`src/hsfm_pkg.sv`:
```
// Shared constants of the hot swap fault monitor
package hsfm_pkg;
    // Clock rate and derived periods
    localparam int CLK_MHZ         = 250;
    localparam int CLK_PERIOD_NS   = 4;
    // Voltage filter time, 1.0 ms
    localparam int VFILT_TIME_US   = 1000;
    localparam int VFILT_CYC       = VFILT_TIME_US * CLK_MHZ;
    // Thermal filter time, 12 us, rounded up to whole cycles
    localparam int TFILT_TIME_NS   = 12000;
    localparam int TFILT_CYC       =
        (TFILT_TIME_NS + CLK_PERIOD_NS - 1) / CLK_PERIOD_NS;
    // Start-up timer, default 200 ms
    localparam int STARTUP_TIME_MS = 200;
    localparam int STARTUP_CYC     = STARTUP_TIME_MS * 1000 * CLK_MHZ;
    // Power-good delay after charging, 20 ms
    localparam int PG_TIME_MS      = 20;
    localparam int PG_CYC          = PG_TIME_MS * 1000 * CLK_MHZ;
    // Retry limit and counter layout
    localparam int RETRY_W         = 4;
    localparam logic [RETRY_W-1:0] RETRY_MAX   = 4'ha;
    localparam logic [RETRY_W-1:0] RETRY_RESET = 4'h0;
    localparam int TIMER_W         = 32;
    localparam logic [TIMER_W-1:0] TIMER_RESET = 32'h0;
    // Synchronised inputs
    localparam int NSYNC           = 5;
    localparam int SY_LOW          = 0;
    localparam int SY_HIGH         = 1;
    localparam int SY_HOT          = 2;
    localparam int SY_COOL         = 3;
    localparam int SY_EN           = 4;

    typedef enum logic [4:0] {
        HSFM_WAIT   = 5'h01,
        HSFM_CHARGE = 5'h02,
        HSFM_PGDLY  = 5'h04,
        HSFM_ON     = 5'h08,
        HSFM_SPARE  = 5'h10
    } hsfm_state_t;
endpackage

```
`src/hsfm_top.sv`:
```
// Fault qualification and restart sequencing of the hot swap controller
`timescale 1ns/1ps
module hsfm_top #(
    parameter int VFILT_CYC   = hsfm_pkg::VFILT_CYC,
    parameter int STARTUP_CYC = hsfm_pkg::STARTUP_CYC,
    parameter int PG_CYC      = hsfm_pkg::PG_CYC
) (
    // Clock and reset
    input  wire logic clk_in,
    input  wire logic rst_b_in,
    // Comparator and sensor levels, asynchronous
    input  wire logic low_voltage_sense_in,
    input  wire logic high_voltage_sense_in,
    input  wire logic over_temp_in,
    input  wire logic temp_cool_in,
    input  wire logic enable_in,
    // Charging sequencer, same clock
    input  wire logic charge_done_in,
    // Power path control
    output logic      pass_switch_on_out,
    output logic      charge_en_out,
    output logic      power_good_out,
    output logic      power_good_b_out,
    output logic      retry_stop_out
);
    logic [hsfm_pkg::NSYNC-1:0] sync1_reg;
    logic [hsfm_pkg::NSYNC-1:0] sync2_reg;
    logic [hsfm_pkg::NSYNC-1:0] raw_in;

    assign raw_in = {enable_in, temp_cool_in, over_temp_in,
                     high_voltage_sense_in, low_voltage_sense_in};

    // Two-flop synchronisers, one per pin
    genvar gi;
    generate
        for (gi = 0; gi < hsfm_pkg::NSYNC; gi++)
        begin : g_sync
            always_ff @(posedge clk_in or negedge rst_b_in)
            begin
                if (!rst_b_in)
                begin
                    sync1_reg[gi] <= 1'b0;
                    sync2_reg[gi] <= 1'b0;
                end
                else
                begin
                    sync1_reg[gi] <= raw_in[gi];
                    sync2_reg[gi] <= sync1_reg[gi];
                end
            end
        end
    endgenerate

    logic low_q;
    logic high_q;
    logic hot_q;

    hsfm_filter #(.LIMIT(VFILT_CYC), .CNT_W(hsfm_pkg::TIMER_W)) u_low_filt (
        .clk_in   (clk_in),
        .rst_b_in (rst_b_in),
        .cond_in  (sync2_reg[hsfm_pkg::SY_LOW]),
        .qual_out (low_q)
    );

    hsfm_filter #(.LIMIT(VFILT_CYC), .CNT_W(hsfm_pkg::TIMER_W)) u_high_filt (
        .clk_in   (clk_in),
        .rst_b_in (rst_b_in),
        .cond_in  (sync2_reg[hsfm_pkg::SY_HIGH]),
        .qual_out (high_q)
    );

    hsfm_filter #(.LIMIT(hsfm_pkg::TFILT_CYC),
                  .CNT_W(hsfm_pkg::TIMER_W)) u_hot_filt (
        .clk_in   (clk_in),
        .rst_b_in (rst_b_in),
        .cond_in  (sync2_reg[hsfm_pkg::SY_HOT]),
        .qual_out (hot_q)
    );

    hsfm_pkg::hsfm_state_t         state_reg;
    hsfm_pkg::hsfm_state_t         state_next;
    logic [hsfm_pkg::TIMER_W-1:0]  timer_reg;
    logic [hsfm_pkg::TIMER_W-1:0]  timer_next;
    logic [hsfm_pkg::RETRY_W-1:0]  retry_reg;
    logic [hsfm_pkg::RETRY_W-1:0]  retry_next;
    logic                          ot_reg;
    logic                          ot_next;
    logic                          ok_prev_reg;
    logic                          start_ok;
    logic                          abort;
    logic                          pass_next;
    logic                          chg_next;
    logic                          pg_next;
    logic                          stop_next;

    always_comb
    begin
        // Thermal latch holds until the cool indication arrives
        ot_next = ot_reg;
        if (hot_q)
        begin
            ot_next = 1'b1;
        end
        else if (sync2_reg[hsfm_pkg::SY_COOL])
        begin
            ot_next = 1'b0;
        end
        start_ok = !low_q && !high_q && !ot_reg &&
                   sync2_reg[hsfm_pkg::SY_EN];
        abort = ok_prev_reg && !start_ok &&
                (ot_reg || !sync2_reg[hsfm_pkg::SY_EN]);

        retry_next = retry_reg;
        if (abort && retry_reg <= hsfm_pkg::RETRY_MAX)
        begin
            retry_next = retry_reg + 4'h1;
        end

        state_next = state_reg;
        timer_next = hsfm_pkg::TIMER_RESET;
        if (!start_ok)
        begin
            state_next = hsfm_pkg::HSFM_WAIT;
        end
        else
        begin
            case (state_reg)
                hsfm_pkg::HSFM_WAIT:
                begin
                    if (timer_reg ==
                        hsfm_pkg::TIMER_W'(STARTUP_CYC - 1))
                    begin
                        if (retry_reg <= hsfm_pkg::RETRY_MAX)
                        begin
                            state_next = hsfm_pkg::HSFM_CHARGE;
                        end
                        else
                        begin
                            timer_next = timer_reg;
                        end
                    end
                    else
                    begin
                        timer_next = timer_reg + 32'h1;
                    end
                end
                hsfm_pkg::HSFM_CHARGE:
                begin
                    if (charge_done_in)
                    begin
                        state_next = hsfm_pkg::HSFM_PGDLY;
                    end
                end
                hsfm_pkg::HSFM_PGDLY:
                begin
                    if (timer_reg == hsfm_pkg::TIMER_W'(PG_CYC - 1))
                    begin
                        state_next = hsfm_pkg::HSFM_ON;
                        retry_next = hsfm_pkg::RETRY_RESET;
                    end
                    else
                    begin
                        timer_next = timer_reg + 32'h1;
                    end
                end
                hsfm_pkg::HSFM_ON:
                begin
                    state_next = hsfm_pkg::HSFM_ON;
                end
                default:
                begin
                    state_next = hsfm_pkg::HSFM_WAIT;
                end
            endcase
        end

        pass_next = (state_next != hsfm_pkg::HSFM_WAIT);
        chg_next  = (state_next == hsfm_pkg::HSFM_CHARGE);
        pg_next   = (state_next == hsfm_pkg::HSFM_ON);
        stop_next = (retry_next > hsfm_pkg::RETRY_MAX);
    end

    always_ff @(posedge clk_in or negedge rst_b_in)
    begin
        if (!rst_b_in)
        begin
            state_reg          <= hsfm_pkg::HSFM_WAIT;
            timer_reg          <= hsfm_pkg::TIMER_RESET;
            retry_reg          <= hsfm_pkg::RETRY_RESET;
            ot_reg             <= 1'b0;
            ok_prev_reg        <= 1'b0;
            pass_switch_on_out <= 1'b0;
            charge_en_out      <= 1'b0;
            power_good_out     <= 1'b0;
            power_good_b_out   <= 1'b1;
            retry_stop_out     <= 1'b0;
        end
        else
        begin
            state_reg          <= state_next;
            timer_reg          <= timer_next;
            retry_reg          <= retry_next;
            ot_reg             <= ot_next;
            ok_prev_reg        <= start_ok;
            pass_switch_on_out <= pass_next;
            charge_en_out      <= chg_next;
            power_good_out     <= pg_next;
            power_good_b_out   <= !pg_next;
            retry_stop_out     <= stop_next;
        end
    end
endmodule

```
`src/hsfm_filter.sv`:
```
// Persistence filter: output follows input after it differs long enough
`timescale 1ns/1ps
module hsfm_filter #(
    parameter int LIMIT = 4,
    parameter int CNT_W = 32
) (
    // Clock and reset
    input  wire logic clk_in,
    input  wire logic rst_b_in,
    // Condition in, qualified level out
    input  wire logic cond_in,
    output logic      qual_out
);
    logic [CNT_W-1:0] cnt_reg;
    logic [CNT_W-1:0] cnt_next;
    logic             q_reg;
    logic             q_next;

    always_comb
    begin
        cnt_next = '0;
        q_next   = q_reg;
        // Count restarts whenever the input agrees with the output again
        if (cond_in != q_reg)
        begin
            if (cnt_reg == CNT_W'(LIMIT))
            begin
                q_next = cond_in;
            end
            else
            begin
                cnt_next = cnt_reg + CNT_W'(1);
            end
        end
    end

    always_ff @(posedge clk_in or negedge rst_b_in)
    begin
        if (!rst_b_in)
        begin
            cnt_reg <= '0;
            q_reg   <= 1'b0;
        end
        else
        begin
            cnt_reg <= cnt_next;
            q_reg   <= q_next;
        end
    end

    assign qual_out = q_reg;
endmodule

```
`config.mk`:
```
export PLATFORM = sky130hd
export DESIGN_NAME = hsfm_top
export DESIGN_NICKNAME = d
export VERILOG_FILES = /design/src/hsfm_pkg.sv /design/src/hsfm_top.sv /design/src/hsfm_filter.sv
export SDC_FILE = /design/constraint.sdc
export NUM_CORES = 1
export LEC_CHECK = 0
export CORE_MARGIN = 5
export CORE_UTILIZATION = 45
export DETAILED_ROUTE_END_ITERATION = 12
export DONT_BUFFER_PORTS = 1
export SLEW_MARGIN = 25
export SYNTH_ARGS = -nofsm -noshare
export SYNTH_HDL_FRONTEND = slang
export SYNTH_SLANG_ARGS = --single-unit
```
`constraint.sdc`:
```
create_clock -name clk_in -period 3.03 [get_ports clk_in]
set_input_delay 0.303 -clock clk_in [delete_from_list [all_inputs] [get_ports clk_in]]
set_output_delay 0.303 -clock clk_in [all_outputs]
set_load 0.01 [all_outputs]
```
# Word level (Yosys, flattened, before mapping)
# Cells that the tools add are included.
dict set report word_totals {
  reg_bits 157
  in_bits 8
  output_inout_bits 5
  word_cells 89
}
dict set report classes {
  add_sub_neg 5
  order_cmp 2
  n_eq_ne 16
  n_mux 23
  n_reduce_logical 17
}
# cell count
set op_table {}
lappend op_table {{two-way mux 32 bit} 10}
lappend op_table {{adder 32 x 1 -> 32 bit, second input constant} 4}
lappend op_table {{== test 32 x 18 -> 1 bit, second input constant} 2}
lappend op_table {{case mux 32 bit (2 select lines)} 1}
lappend op_table {{== test 32 x 12 -> 1 bit, second input constant} 1}
lappend op_table {{== test 32 x 23 -> 1 bit, second input constant} 1}
lappend op_table {{== test 32 x 26 -> 1 bit, second input constant} 1}
lappend op_table {{two-way mux 5 bit} 5}
lappend op_table {{case mux 5 bit (4 select lines)} 1}
lappend op_table {{two-way mux 4 bit} 4}
lappend op_table {{== test 5 x 2 -> 1 bit, second input constant} 2}
lappend op_table {{== test 5 x 4 -> 1 bit, second input constant} 2}
lappend op_table {{logical AND 1 bit} 6}
lappend op_table {{logical NOT 1 bit} 6}
lappend op_table {{AND reduction 2 bit} 3}
lappend op_table {{== test 5 x 1 -> 1 bit, second input constant} 1}
lappend op_table {{== test 5 x 3 -> 1 bit, second input constant} 1}
lappend op_table {{inequality test 5 x 1 -> 1 bit, second input constant} 1}
lappend op_table {{adder 4 x 1 -> 4 bit, second input constant} 1}
lappend op_table {{greater-than comparator 4 bit, second input constant} 1}
lappend op_table {{<= comparator 4 bit, second input constant} 1}
lappend op_table {{inequality test 4 bit, second input constant} 1}
lappend op_table {{inequality test 1 bit} 3}
lappend op_table {{two-way mux 1 bit} 2}
lappend op_table {{other kinds (2)} 2}

# Depth between registers and ports, before layout
dict set report depth {
  word_depth 13
  mapped_depth 9
  ltp_nobuf 7
}

# Cells and area by module
# A second synthesis with hierarchy kept.
dict set report unflattened {
  cells_unflattened 861
  area_unflattened_um2 8353.0
}
# module instances cells_per_inst area_each_um2 seq_area_each_um2
set by_module_without_submodules {}
lappend by_module_without_submodules {{hsfm_filter at u_high_filt ...} 2 198 1849.3 825.8}
lappend by_module_without_submodules {hsfm_top 1 268 2808.9 1453.9}
lappend by_module_without_submodules {{hsfm_filter at u_hot_filt} 1 197 1845.5 825.8}

# Worst setup path before layout
# No wires, ideal clock.
dict set report synth_timing {
  kind {register to register}
  from {register timer_reg[0] (netlist bit)}
  to {register timer_reg[19] (netlist bit)}
  setup_ns 0.069
  arrival_ns 2.492
  t_required_ns 2.961
  path_slack_ns 0.469
  stages_incl_launch_ff 8
  path_buffers 1
  period_less_slack_ns 2.561
  path_cell_list {dfrtp_1 ha_1 or3b_2 or4_4 or4_4 nor3b_4 buf_6 nor2_2}
}
dict set report synth_between {
  elab_chain_len 4
  word_cells_on_any_way 8
  classes_between {add/sub: 1; eq/ne: 3; mux: 4}
}
# item line_no
set synth_rtl {}
lappend synth_rtl {{from (decl)} hsfm_top.sv:82} ;# logic [hsfm_pkg::TIMER_W-1:0] timer_reg;
lappend synth_rtl {{from (signal assigned)} hsfm_top.sv:188} ;# timer_reg <= hsfm_pkg::TIMER_RESET;
lappend synth_rtl {{from (signal assigned)} hsfm_top.sv:201} ;# timer_reg <= timer_next;
lappend synth_rtl {{adder 32 x 1 -> 32 bit, or another cell as far along} {hsfm_top.sv:144, hsfm_top.sv:163}}
lappend synth_rtl {{two-way mux 32 bit (on tied branches)} {hsfm_top.sv:156, hsfm_top.sv:130}}
lappend synth_rtl {{case mux 32 bit (2 select lines)} hsfm_top.sv:127} ;# case (state_reg)
lappend synth_rtl {{two-way mux 32 bit} hsfm_top.sv:121} ;# if (!start_ok)
# Several ways; a longest one is shown, not always the timed one.
# A chain may end at the register's enable or synchronous reset.

# Worst setup path after layout
dict set report layout_timing {
  from {register timer_reg[0] (netlist bit)}
  to {register timer_reg[14] (netlist bit)}
}
# Same word-level chain as after synthesis.

==> flow_metrics.tcl <==
set metrics [dict create \
    status "finished, violations left" \
    violations "hold timing" \
    cts_resized 0 \
    worst-endpoint-arrival_ns 3.19 \
    fp.dieW_um 143 \
    start_kind "register" \
    diodes 0 \
    cp_slowest_cell "or4_4" \
    cts_tree "built" \
    antenna_left 0 \
    cts-hold-fix-buffers 5 \
    synth_nets 837 \
    yosys_warnings 0 \
    syn_avg_cell_area_um2 9.71 \
    synth_cell_types 55 \
    place_hpwl_um 10800 \
    worst_slew_pin_slew_ns 0.817 \
    dr.first_iter.drc_count 368 \
    ys.flop_type "dfrtp_1" \
    r2r_cells 7 \
    h-tree-depth 4 \
    path_cells "ha_1, or3b_2, or4_4, or4_4, nor3b_4, buf_4, o21ai_0" \
    grt_max_degree 158 \
    drv_slew 0 \
    wl_per_cell_um 15.5 \
    cts_setup_buffers 0 \
    r2r-start "timer_reg[0]" \
    rsz0062_at_grt "false" \
    ir_worst_vdd_mv 0.447 \
    vias 5947 \
    synth_seq_area_share_pct 49.4 \
    drc 0 \
    synth_top_cells_by_area "dfrtp_1 49%, xor2_1 7.8%, nor2_1 5.8%, xnor2_1 4.8%, nand4_1 3.3%" \
    yosys.area.top_type "dfrtp_1" \
    clk_pin_slew_ns 0.06 \
    dp_slack_ns 0.147 \
    antenna_found_initial 0 \
    grt_pass1_vias 5973 \
    clock_path_buffers 2 \
    clock.fmax_ghz 0.351 \
    fin_skew_ns 0.00923 \
    cts_sinks 157 \
    hp-class "in -> async" \
    slew_headroom_pct 44.7 \
    power_density_nw_per_um2 516 \
    cp-end-kind "register" \
    hold_viol 157 \
    synth_top_area_share_pct 48.7 \
    ys_ff_latch 157 \
    routed_via_density 5.59 \
    setup_tns_ns 0 \
    critPathBufInv 1 \
    worst_slack_ns 0.181 \
    start_util_pct 45.9 \
    grt.total_usage_pct 17.2 \
    grt_pass1_wl_um 28500 \
    critPathMaxFanout 10 \
    gp_congestion 0.904 \
    nets 843 \
    insertion_delay_ns 0.42 \
    dpl_cell_area_um2 8230 \
    syn_to_final_growth_pct 11.0 \
    dieArea_um2 20400 \
    p_leak_nw 3.68 \
    synthArstFlopShare_pct 100 \
    hold_slack_ns -0.427 \
    cts_buffers 17 \
    reg2reg_slack_ns 0.18 \
    setup_violations 0 \
    cpMostUsedCell "or4_4" \
    crit_type "reg -> reg" \
    std_cell_rows 48 \
    syn-instance-count 820 \
    cts-root-buf "clkbuf_16" \
    ios 13 \
    grt_overflow 0 \
    synth-edff-count 0 \
    critPathMaxStageDelay_ns 0.53 \
    die-height_um 143 \
    crit_family "simple AND/OR/NAND/NOR gates" \
    design_area_um2 8840 \
    fp.coreArea_um2 17400 \
    finalCriticalPeriod_ns 2.85 \
    routed_wl_um 16400 \
    syn_area_um2 7960 \
    portBuffers 0 \
    fin_crit_sh_pct 94.0 \
    drt_pass1_iterations 5 \
    critical_path_required_ns 3.37 \
    drive_above_1_share_pct 8.70 \
    timing.rr.end "timer_reg[14]" \
    p_total_mw 4.55 \
    drv_cap 0 \
]
-- worst reg2reg max path: stages (launching register included) --
cell     delay (ns)
dfrtp_1        0.43
ha_1           0.30
or3b_2         0.50
or4_4          0.43
or4_4          0.53
nor3b_4        0.17
buf_4          0.22
o21ai_0        0.19
-- cells in the mapped netlist, drive strengths merged (7+ instances only) --
library cell,number
ha,9
nor2,133
and3,25
clkbuf,30
nand2,41
or4,7
nand4,42
nor3,20
nand3,50
dfrtp,155
xnor2,44
nor4b,12
nor4,27
xor2,71
o21ai,21
inv,25
nor2b,9
and4,15
a21oi,16
-- routing by layer --
| layer | vias to the layer above | GRT usage, % | wire length [um] |
|---|---|---|---|
| met1 | 2967 | 22.9 | 7720 |
| met4 | 0 | 6.25 | 303 |
| met3 | 23 | 3.99 | 506 |
| met5 | - | 0 | 0 |
| li1 | 2887 | - | - |
| met2 | 70 | 27.4 | 7910 |
-- logic make-up (layout without fill, tap and decap cells) --
kind of cell	Yosys count	count (layout)	share of synthesized area, %
AO/OA/AOI/OAI	59	59	4.53
other	1	1	0.0471
adder cells (fa/ha/maj)	9	9	1.41
multiplexers	4	4	0.550
buffers and inverters	58	77	2.84
flip-flops	157	157	49.4
XOR/XNOR	115	115	12.7
AND/OR/NAND/NOR	417	417	28.6
-- placed cells by master (no fill, tap or decap), types with 6 or more instances in the layout --
cell	count
nand2_1	41
nand4_1	42
inv_1	25
a21oi_1	16
and3_1	25
xor2_1	71
dfrtp_1	155
and2_1	6
nor4_1	27
and4_1	15
clkbuf_16	17
ha_1	9
xnor2_1	44
nand3_1	50
nor2b_1	9
o21ai_0	20
nor3_1	19
buf_4	15
nor2_1	123
nor2_2	10
or3_1	6
nor4b_1	11
-- through the flow --
stage | std cells | utilization (%) | hold WS [ns]
after floorplan | 820 | - | 0.00741
after global placement | 1027 | 47.4 | 0.0134
after detailed placement | 1027 | 47.4 | 0.0132
after CTS | 1064 | 50.9 | -0.449
after global routing | 1064 | 50.9 | -0.454
final | 1064 | 50.9 | -0.427
-- power by group --
part / internal [mW] / switching (mW) / total, mW
clock: 1.21 / 0.800 / 2.01
sequential: 2.16 / 0.0948 / 2.26
combinational: 0.124 / 0.166 / 0.290
total: 3.49 / 1.06 / 4.55
-- worst max path at each step --
stage	slack, ns	start	endpoint	depth (start not counted)
global placement	0.27	timer_reg[0]	timer_reg[14]	7
CTS	0.16	timer_reg[0]	timer_reg[14]	7
finish	0.18	timer_reg[0]	timer_reg[14]	7
detailed placement	0.15	timer_reg[0]	timer_reg[14]	7
global route	0.02	timer_reg[0]	timer_reg[14]	7
floorplan	0.47	timer_reg[0]	timer_reg[19]	7
-- layout make-up --
type	count	area (um2)
multi-input cells	605	3810
flip-flops and latches	157	3930
repair buffers	20	163
fillers	1591	8520
inverters	25	93.8
clock buffers	25	495
well taps	225	282
clock inverters	7	62.6
(Power assumes the default switching activity.)
